[src/ahrp_defines.svh]
// Constants of the asynchronous host register port.
// Assumes inclusion by bare name from the package and the design modules.
`ifndef AHRP_DEFINES_SVH
`define AHRP_DEFINES_SVH

`define AHRP_ADDR_W 8
`define AHRP_DATA_W 8
`define AHRP_SYNC_STAGES 2
`define AHRP_REG_RESET 8'h00
`define AHRP_ADDR_RESET 8'h00
`define AHRP_CLK_PERIOD_NS 10

`endif

[src/ahrp_pkg.sv]
// Types shared by the host register port modules.
// Assumes ahrp_defines.svh is on the include path.
`include "ahrp_defines.svh"

package ahrp_pkg;

    typedef logic [`AHRP_ADDR_W-1:0] ahrp_addr_t;
    typedef logic [`AHRP_DATA_W-1:0] ahrp_data_t;

    // One sampled view of the host pins.
    typedef struct packed {
        logic chip_select_n;
        logic read_strobe_n;
        logic write_strobe_n;
        logic ale;
        ahrp_addr_t addr;
        ahrp_data_t data;
    } ahrp_pins_s;

    // A write into the register array.
    typedef struct packed {
        logic en;
        ahrp_addr_t addr;
        ahrp_data_t data;
    } ahrp_wr_s;

endpackage

[src/ahrp_host_port.sv]
// Asynchronous 8-bit parallel host port with address latch.
// Assumes host pins are asynchronous to ref_clk_in and the data pin is
// resolved outside from data_out and data_oe_out.
//
// Function
// - Data is stored on the rising edge of write strobe OR chip select.
// - While the latch enable is low the latched address is held.
// - While the latch enable is high the address passes straight through.
// - A low reset pin resets all logic at once, without a clock edge; test mode is set.
// - The address selects at most one register for each access.
// - Data is driven only while read strobe and chip select are both low.
// - Accesses need chip select low; chip select high clears test mode.
`timescale 1ns/1ps
`include "ahrp_defines.svh"

module ahrp_host_port #(
    parameter int SYNC_STAGES = `AHRP_SYNC_STAGES,
    parameter int DEPTH = 256
) (
    input wire logic ref_clk_in,
    input wire logic reset_in,
    input wire logic reset_in_n,
    input wire logic chip_select_n_in,
    input wire logic read_strobe_n_in,
    input wire logic write_strobe_n_in,
    input wire logic ale_in,
    input wire ahrp_pkg::ahrp_addr_t addr_in,
    input wire ahrp_pkg::ahrp_data_t data_in,
    output ahrp_pkg::ahrp_data_t data_out,
    output logic data_oe_out,
    output logic test_mode_out
);
    import ahrp_pkg::*;

    if (SYNC_STAGES != 2) begin : g_bad_sync
        $error("ahrp_host_port: only two sync stages supported");
    end

    ////////////////////////////////////////////////////////////////////////
    // Reset: asserts at once from the pin, releases on the clock.

    logic rst_meta_q;
    logic rst_sync_q;
    logic srst;

    always_ff @(posedge ref_clk_in or negedge reset_in_n) begin
        if (!reset_in_n) begin
            rst_meta_q <= 1'b0;
            rst_sync_q <= 1'b0;
        end else begin
            rst_meta_q <= 1'b1;
            rst_sync_q <= rst_meta_q;
        end
    end

    assign srst = reset_in | ~rst_sync_q;

    ////////////////////////////////////////////////////////////////////////
    // Pin synchronisers.

    ahrp_pins_s pins_raw;
    ahrp_pins_s pins_meta_q;
    ahrp_pins_s pins_q;

    assign pins_raw = '{chip_select_n: chip_select_n_in,
                        read_strobe_n: read_strobe_n_in,
                        write_strobe_n: write_strobe_n_in,
                        ale: ale_in, addr: addr_in, data: data_in};

    // Strobes rest high so a reset cannot fake an access. Chip select
    // rests low so that a reset is not taken for the host raising it,
    // which would clear test mode before the host ever deselected.
    localparam ahrp_pins_s PINS_IDLE = '{chip_select_n: 1'b0,
                                        read_strobe_n: 1'b1,
                                        write_strobe_n: 1'b1,
                                        ale: 1'b1,
                                        addr: `AHRP_ADDR_RESET,
                                        data: `AHRP_REG_RESET};

    always_ff @(posedge ref_clk_in or negedge reset_in_n) begin
        if (!reset_in_n) begin
            pins_meta_q <= PINS_IDLE;
            pins_q <= PINS_IDLE;
        end else if (srst) begin
            pins_meta_q <= PINS_IDLE;
            pins_q <= PINS_IDLE;
        end else begin
            pins_meta_q <= pins_raw;
            pins_q <= pins_meta_q;
        end
    end

    ////////////////////////////////////////////////////////////////////////
    // Address latch.

    ahrp_addr_t addr_lat_q;
    ahrp_addr_t addr_eff;

    always_ff @(posedge ref_clk_in or negedge reset_in_n) begin
        if (!reset_in_n) begin
            addr_lat_q <= `AHRP_ADDR_RESET;
        end else if (srst) begin
            addr_lat_q <= `AHRP_ADDR_RESET;
        end else if (pins_q.ale) begin
            addr_lat_q <= pins_q.addr;
        end
    end

    // Low latch enable holds the last address seen while it was high.
    assign addr_eff = pins_q.ale ? pins_q.addr : addr_lat_q;

    ////////////////////////////////////////////////////////////////////////
    // Write strobe edge and register array.

    logic strobe;
    logic strobe_q;
    ahrp_wr_s wr;
    ahrp_data_t rdata;

    // Write strobe OR chip select; a rise ends the access.
    assign strobe = pins_q.write_strobe_n | pins_q.chip_select_n;

    always_ff @(posedge ref_clk_in or negedge reset_in_n) begin
        if (!reset_in_n) begin
            strobe_q <= 1'b1;
        end else if (srst) begin
            strobe_q <= 1'b1;
        end else begin
            strobe_q <= strobe;
        end
    end

    // A low combined strobe before the rise proves chip select was low.
    assign wr.en = strobe & ~strobe_q;
    assign wr.addr = addr_eff;
    assign wr.data = pins_q.data;

    ahrp_regfile #(
        .DEPTH(DEPTH)
    ) u_regs (
        .ref_clk_in(ref_clk_in),
        .arst_n_in(reset_in_n),
        .srst_in(srst),
        .wr_in(wr),
        .raddr_in(addr_eff),
        .rdata_out(rdata)
    );

    ////////////////////////////////////////////////////////////////////////
    // Read drive.

    logic rd_sel;

    assign rd_sel = ~pins_q.read_strobe_n & ~pins_q.chip_select_n;

    always_ff @(posedge ref_clk_in or negedge reset_in_n) begin
        if (!reset_in_n) begin
            data_oe_out <= 1'b0;
            data_out <= `AHRP_REG_RESET;
        end else if (srst) begin
            data_oe_out <= 1'b0;
            data_out <= `AHRP_REG_RESET;
        end else begin
            data_oe_out <= rd_sel;
            data_out <= rd_sel ? rdata : `AHRP_REG_RESET;
        end
    end

    ////////////////////////////////////////////////////////////////////////
    // Test mode: set by a low reset pin (not by reset_in), cleared by the first chip select high.

    always_ff @(posedge ref_clk_in or negedge reset_in_n) begin
        if (!reset_in_n) begin
            test_mode_out <= 1'b1;
        end else if (pins_q.chip_select_n) begin
            test_mode_out <= 1'b0;
        end
    end

    ////////////////////////////////////////////////////////////////////////
    // Assertions.

    a_write_on_rise: assert property (@(posedge ref_clk_in) disable iff (srst)
        wr.en |-> $past(strobe) == 1'b0 && strobe)
        else $error("write not on strobe rise");

    a_write_needs_cs: assert property (@(posedge ref_clk_in)
        disable iff (srst)
        wr.en |-> $past(pins_q.chip_select_n) == 1'b0)
        else $error("write without chip select");

    a_latch_holds: assert property (@(posedge ref_clk_in) disable iff (srst)
        !pins_q.ale ##1 !pins_q.ale |-> $stable(addr_lat_q))
        else $error("address latch moved while closed");

    a_latch_passes: assert property (@(posedge ref_clk_in)
        disable iff (srst)
        pins_q.ale |-> addr_eff == pins_q.addr
            ##1 addr_lat_q == $past(pins_q.addr))
        else $error("address latch not transparent");

    a_read_drive: assert property (@(posedge ref_clk_in) disable iff (srst)
        rd_sel |=> data_oe_out && data_out == $past(rdata))
        else $error("read data not driven");

    a_read_release: assert property (@(posedge ref_clk_in)
        disable iff (srst)
        !rd_sel |=> !data_oe_out)
        else $error("data driven outside read");

    a_pin_reset: assert property (@(posedge ref_clk_in)
        !reset_in_n |-> !data_oe_out && test_mode_out)
        else $error("pin reset did not clear outputs");

    a_reset_release: assert property (@(posedge ref_clk_in)
        $rose(reset_in_n) |-> srst [*2])
        else $error("reset released without synchronisation");

    a_test_clear: assert property (@(posedge ref_clk_in) disable iff (srst)
        pins_q.chip_select_n |=> !test_mode_out)
        else $error("test mode not cleared");

    c_write: cover property (@(posedge ref_clk_in) disable iff (srst)
        wr.en);

    c_read: cover property (@(posedge ref_clk_in) disable iff (srst)
        rd_sel ##1 data_oe_out);

    c_muxed_write: cover property (@(posedge ref_clk_in) disable iff (srst)
        !pins_q.ale [*2] ##1 wr.en);

    c_test_exit: cover property (@(posedge ref_clk_in)
        $fell(test_mode_out));

endmodule // ahrp_host_port

[src/ahrp_regfile.sv]
// Register array of the host port: one write port, one read port.
// Assumes the caller provides a synchronous write request and reset.
`timescale 1ns/1ps
`include "ahrp_defines.svh"

module ahrp_regfile #(
    parameter int DEPTH = 256
) (
    input wire logic ref_clk_in,
    input wire logic arst_n_in,
    input wire logic srst_in,
    input wire ahrp_pkg::ahrp_wr_s wr_in,
    input wire ahrp_pkg::ahrp_addr_t raddr_in,
    output ahrp_pkg::ahrp_data_t rdata_out
);
    import ahrp_pkg::*;

    if (DEPTH < 1 || DEPTH > (1 << `AHRP_ADDR_W)) begin : g_bad_depth
        $error("ahrp_regfile: DEPTH out of range");
    end

    ahrp_data_t mem_q [DEPTH];

    always_ff @(posedge ref_clk_in or negedge arst_n_in) begin
        if (!arst_n_in) begin
            for (int i = 0; i < DEPTH; i++) begin
                mem_q[i] <= `AHRP_REG_RESET;
            end
        end else if (srst_in) begin
            for (int i = 0; i < DEPTH; i++) begin
                mem_q[i] <= `AHRP_REG_RESET;
            end
        end else if (wr_in.en && (int'(wr_in.addr) < DEPTH)) begin
            mem_q[wr_in.addr] <= wr_in.data;
        end
    end

    // Unpopulated addresses read as zero.
    assign rdata_out = (int'(raddr_in) < DEPTH) ? mem_q[raddr_in]
                                                 : `AHRP_REG_RESET;

endmodule // ahrp_regfile
[config.mk]
export PLATFORM = sky130hd
export DESIGN_NAME = ahrp_host_port
export DESIGN_NICKNAME = d
export VERILOG_FILES = /design/src/ahrp_pkg.sv /design/src/ahrp_host_port.sv /design/src/ahrp_regfile.sv
export VERILOG_INCLUDE_DIRS = /design/src /design/src/src
export SDC_FILE = /design/constraint.sdc
export NUM_CORES = 2
export LEC_CHECK = 0
export BUFFER_PORTS_ARGS = -buffer_cell sky130_fd_sc_hd__buf_4
export CAP_MARGIN = 10
export CORE_UTILIZATION = 65
export DETAILED_ROUTE_END_ITERATION = 10
export PLACE_DENSITY_LB_ADDON = 0.3
export SYNTH_ARGS = -nofsm -noshare
export SYNTH_HDL_FRONTEND = slang
export SYNTH_HIERARCHICAL = 1
export SYNTH_SLANG_ARGS = --single-unit
[constraint.sdc]
create_clock -name ref_clk_in -period 8.74 [get_ports ref_clk_in]
set_input_delay 0.874 -clock ref_clk_in [delete_from_list [all_inputs] [get_ports ref_clk_in]]
set_output_delay 0.874 -clock ref_clk_in [all_outputs]
set_load 0.02 [all_outputs]
---- Yosys cells after proc, flatten, opt, wreduce, memory -nomap -nowiden ----
Index checks and enable logic that the tools add are counted.
word-level totals
  word-level logic and storage cells ...... 304
  bits of input ports ..................... 23
  output and inout port bits .............. 10
  register bits after elaboration ......... 2,109
cells by class
  mux-type cells .......................... 16
  bitwise logic cells ..................... 9
  reductions and logical operators ........ 2
  $lt $le $gt $ge ......................... 2
operators with widths
  cell                number
  $mux 2048           2
  $bwmux 2048         1
  $bmux 8 s8          1
  $demux 8 s8         1
  $mux 8              7
  $mux 20             2
  $ge 9x9->1 const B  1
  $lt 9x1->1 const B  1
  $not 8->9           1
  $not 1->1           4
  $and 1x1->1         2
  $mux 1              2
  $or 1x1->1          2
  $reduce_bool 2->1   1
  $logic_and 1x1->1   1

---- Logic depth before layout (Yosys ltp) ----
  depth after elaboration ................. 9
  gate-level depth with buffers ........... 14
  mapped depth without buffers ............ 8

---- Modules after synthesis ----
The synthesis kept the hierarchy.
modules (own cells, without submodules)
  module          area each (um^2)  times used  sequential area each (um^2)  cells an instance
  ahrp_regfile    98,793.5          1           51,249.2                     10,726
  ahrp_host_port  2,065.7           1           1,536.5                      139

---- Least setup slack after synthesis ----
OpenSTA, ideal clock, no wires.
  kind .................................... reg2reg
  start point ............................. register pins_q[16] in the netlist's numbering
  end point ............................... register data_out[4]
  period minus slack after synthesis ...... 2.845 ns
  arrival ................................. 2.726 ns
  cell stages (with the launch flop) ...... 13
  data required time ...................... 8.621 ns
  buffers on the path ..................... 5
  slack ................................... 5.895 ns
  library setup time ...................... 0.119 ns
  path through ............................ dfstp_2 > buf_6 > mux2_2 > buf_6 > buf_12 > buf_6 > buf_6 > mux4_2 > a221oi_2 > o32ai_1 > nor3_1 > nor4_2 > and2_1
between the ends
  word-level cells in the longest chain between the ends .. 7
RTL lines
  what                                       RTL line               text
  from (decl)                                ahrp_host_port.sv:63   ahrp_pins_s pins_q;
  from (signal assigned)                     ahrp_host_port.sv:89   pins_q <= pins_meta_q;
  $mux 8                                     -
  net addr_eff[0]                            ahrp_host_port.sv:97   ahrp_addr_t addr_eff;
  $not 8->9 (implied by the code)            ahrp_regfile.sv:39     assign rdata_out = (int'(raddr_in) < DEPTH) ? mem_q[raddr_in]
  $bmux 8 s8                                 ahrp_regfile.sv:39
  $mux 8 (implied by the code) (2 in a row)  ahrp_regfile.sv:39
  net rdata[4]                               ahrp_host_port.sv:118  ahrp_data_t rdata;
  $mux 8 (no line)                           -
  $mux 8                                     ahrp_host_port.sv:160  end else if (srst) begin
  to (signal assigned)                       ahrp_host_port.sv:159  data_out <= `AHRP_REG_RESET;
  to (signal assigned)                       ahrp_host_port.sv:162  data_out <= `AHRP_REG_RESET;
  to (signal assigned)                       ahrp_host_port.sv:165  data_out <= rd_sel ? rdata : `AHRP_REG_RESET;
  to (decl)                                  ahrp_host_port.sv:29   output ahrp_pkg::ahrp_data_t data_out,
The timed path passes the listed nets, and every way through them passes these cells. The select of a mux whose other input is x is not followed.
A chain may end at the register's enable or synchronous reset.

---- Final worst setup path ----
  start point ............................. register pins_q[16] in the netlist's numbering
  end point ............................... register data_out[6]
Same word-level chain as after synthesis.

==> summary.txt <==
Critical path
  – Largest fanout on the critical path: 48
  – CP endpoint kind: flop
  – R2R Path Start: pins_q[16]
  – R2r worst-path depth: 9
  – Critical Path RT: 9.51 ns
  – WP data arrival: 6.44 ns
  – Flop-to-flop setup slack: slightly above 3 ns
  – Setup CP Type: reg2reg
  – Reg-to-Reg End: data_out[6]
  – Crit start category: flop

Outcome
  – Failing checks: capacitance limit, slew limit
  – Status: complete, but fails checks

Yosys
  – Synth warn: 6
  – Register bit count reported by yosys: between 2000 and 2500
  – Synth Area per Inst: 9.28 um2
  – Adder-Cell Fraction of Synth Area: 0%
  – Yosys cell types: 66
  – XOR/XNOR share of the synthesized area: 0%
  – Largest family of logic cells by synthesized area: simple AND/OR/NAND/NOR gates
  – Synthesized Nets: 10900
  – Synth Area in Compound Gates: 14.5%
  – Post-synth EDFFs: 0
  – Synth Flop Type: dfrtp_1
  – Register area share after synthesis: 52.3%
  – Cell count after synthesis: about 11000
  – Syn Std Cell Area: 101000 um2
  – Simple-Gate Fraction of Synth Area: 17.7%
  – Mux share of post-synthesis cell area: 11.6%
  – Async SR Flop Fraction: 100%

Detailed routing
  – DR vias/cell: roughly 6.9
  – DRC viols: 0
  – Routed Antenna Nets: 0
  – Drt pass-1 iters: 8
  – WL final: ~340000 um
  – Initial DRC count: 14900
  – Mean routed wirelength per cell: about 27 um
  – Via Count: ~87000

Final layout
  – Most frequent cells in the layout: nand2_1, a21oi_1, dfrtp_1
  – Commonest non-fill, non-tap cell in the layout: nand2_1
  – Area Overhead vs Synth: 7.90%
  – Number of fill cells: between 10000 and 15000
  – Nets: 10400
  – Filler-free cell count of the finished design: 12600
  – Share of layout cells above drive strength 1: 9.63%

Floorplan
  – Site Rows: 144
  – Die Wd: 396 um
  – Die ar.: 157000 um2
  – Core ar.: between 150000 and 200000 um2
  – Io pins: 33
  – Initial Util: 65.5%
  – DIE HEIGHT: roughly 400 um

Timing
  – Final min period: 5.67 ns
  – Slew Viols, Final: 101
  – Setup TNS: 0 ns
  – Slew headroom: -4.28%
  – Tightest Pin Transition: 1.55 ns
  – RSZ-0062 raised after global routing: false
  – Fmax: about 180 MHz
  – Period utilization: 64.9%
  – Final hold vios: 0
  – Final setup vio count: 0
  – Clock Skew: 0.0353 ns

Clock network
  – CTS Hold Bufs: 1
  – Total CTS buffers: 209
  – H-tree lvl count: 4
  – CTS max path bufs: 3
  – CTS tree: done
  – Clk slew on worst S/H paths: 0.06 ns
  – CTS Root Cell: clkbuf_16
  – Post-cts resize count: 0
  – Setup bufs post-CTS: 0
  – Clock Latency Late Sink: 0.89 ns
  – Clock net sink count: 2109

Hold path
  – Hold endpoint: pins_meta_q[17]
  – Hold path startpoint: write_strobe_n_in
  – Type of the most critical hold path: in2reg
  – Worst hold path cell count: 2

Placed design
  – HPWL Detailed: between 150000 and 200000 um
  – Port Buffers: 32
  – Placed cell count: between 10000 and 15000
  – Gp weighted congestion: 0.963

GRT
  – GRT Util Overall: 42.9%
  – Largest net degree at the start of global routing: 246
  – Vias in the first global route: 86100
  – Wire length of the first global-routing pass: 514000 um
  – Gr ovfl total: 0
  – Initial antenna violation count: 18

Power and ir drop
  – Max IR drop VDD: 231 uV
  – PwrDens: around 180 nW/um2
  – Lkg Pwr: 0.0405 uW

Job
  – MaxCap Viol Count: 2
-- kinds of logic (layout without fill, tap and decap cells) --
| family | count (synthesis) | count (layout) |
|---|---|---|
| AND/OR/NAND/NOR | 4557 | 4557 |
| AO/OA/AOI/OAI | 2741 | 2741 |
| flip-flops | 2109 | 2109 |
| buffers and inverters | 853 | 575 |
| multiplexers | 604 | 604 |
| other | 1 | 6 |
-- stage by stage --
stage          total power (uW)  util [%]  worst slack (ns)  hold WS (ns)  area (um2)
2_1_floorplan             10200         -              5.90         0.331      101000
3_3_place_gp              10500      66.0              3.67         0.334      102000
3_5_place_dp              10600      66.0              3.68         0.355      102000
4_1_cts                   19800      70.6              3.63         0.153      109000
5_1_grt                   20200      70.6              3.24         0.171      109000
6_report                  19800      70.6              3.07         0.181      109000
-- layout make-up --
cell class / count / area [um2] / share of cell area, %
clock inverters: 65 / 878 / 0.807
inverters: 3 / 18.8 / 0.0172
flip-flops and latches: 2109 / 52800 / 48.5
well taps: 2044 / 2560 / 2.35
clock buffers: 322 / 6320 / 5.81
repair buffers: 185 / 1760 / 1.62
multi-input cells: 7903 / 44500 / 40.9
diodes: 5 / 12.5 / 0.0115
-- per-layer routing --
metal	global-route usage (%)	wire length, um	part of all wire [%]	vias up
met5	0	214	0.064	-
met4	26.8	24500	7.3	28
met3	16.2	52200	16	1477
met2	61.0	145000	43	6770
met1	55.7	114000	34	42900
li1	-	-	-	36300
-- worst max-delay path, stage by stage (launching register included) --
cell	delay (ns)
dfstp_2	0.68
mux2_8	0.56
buf_4	0.70
buf_4	0.62
mux4_2	0.41
a22oi_1	0.48
nand2_1	0.40
o31ai_1	1.30
a211oi_1	0.16
and2_1	0.22
-- where the power goes --
part	leakage (uW)	internal [uW]	switching [uW]
registers	0.0294	9770	14.7
clock network	0.00354	5400	3980
logic	0.00755	83.4	517
total	0.0405	15300	4510
-- cells in the mapped netlist (5+ instances only) --
master	instances	share of area, %
nand2_1	3849	14
a21oi_1	2110	10
dfrtp_1	2101	52
clkbuf_1	643	2.4
mux4_2	408	9.1
o21ai_0	319	1.6
nor2_1	283	1.1
nand3_1	239	1.2
mux2i_1	153	1.5
a22oi_1	111	0.83
buf_2	61	0.30
buf_1	55	0.20
and2_1	54	0.33
o22ai_1	42	0.26
buf_4	41	0.31
a22o_1	36	0.31
nor3_1	34	0.17
o221ai_1	34	0.30
mux4_1	31	0.81
a221oi_1	28	0.24
buf_6	24	0.27
nor4_1	24	0.15
nand2b_1	20	0.12
buf_8	18	0.27
a211oi_1	15	0.11
nor2b_1	15	0.093
mux2_2	12	0.13
a31oi_1	10	0.062
and3_1	8	0.050
dfstp_2	8	0.21
o32ai_1	6	0.052
a311oi_1	5	0.043
buf_12	5	0.099
-- flip-flops by register name, indices dropped and copies added, names as in the netlist --
| name | cells |
|---|---|
| addr_lat_q | 8 |
| data_oe_out | 1 |
| data_out | 8 |
| pins_meta_q | 20 |
| pins_q | 20 |
| rst_meta_q | 1 |
| rst_sync_q | 1 |
| strobe_q | 1 |
| test_mode_out | 1 |
| u_regs/mem_q | 2048 |
-- worst max path at each step --
stage / start / end / slack [ns] / depth (start not counted)
6_report: pins_q[16] / data_out[6] / 3.07 / 9
5_1_grt: pins_q[16] / data_out[6] / 3.24 / 9
4_1_cts: pins_q[16] / data_out[5] / 3.63 / 10
3_5_place_dp: pins_q[16] / data_out[4] / 3.68 / 9
3_3_place_gp: pins_q[16] / data_out[4] / 3.67 / 9
2_1_floorplan: pins_q[16] / data_out[4] / 5.90 / 12
(Power assumes the default switching activity.)
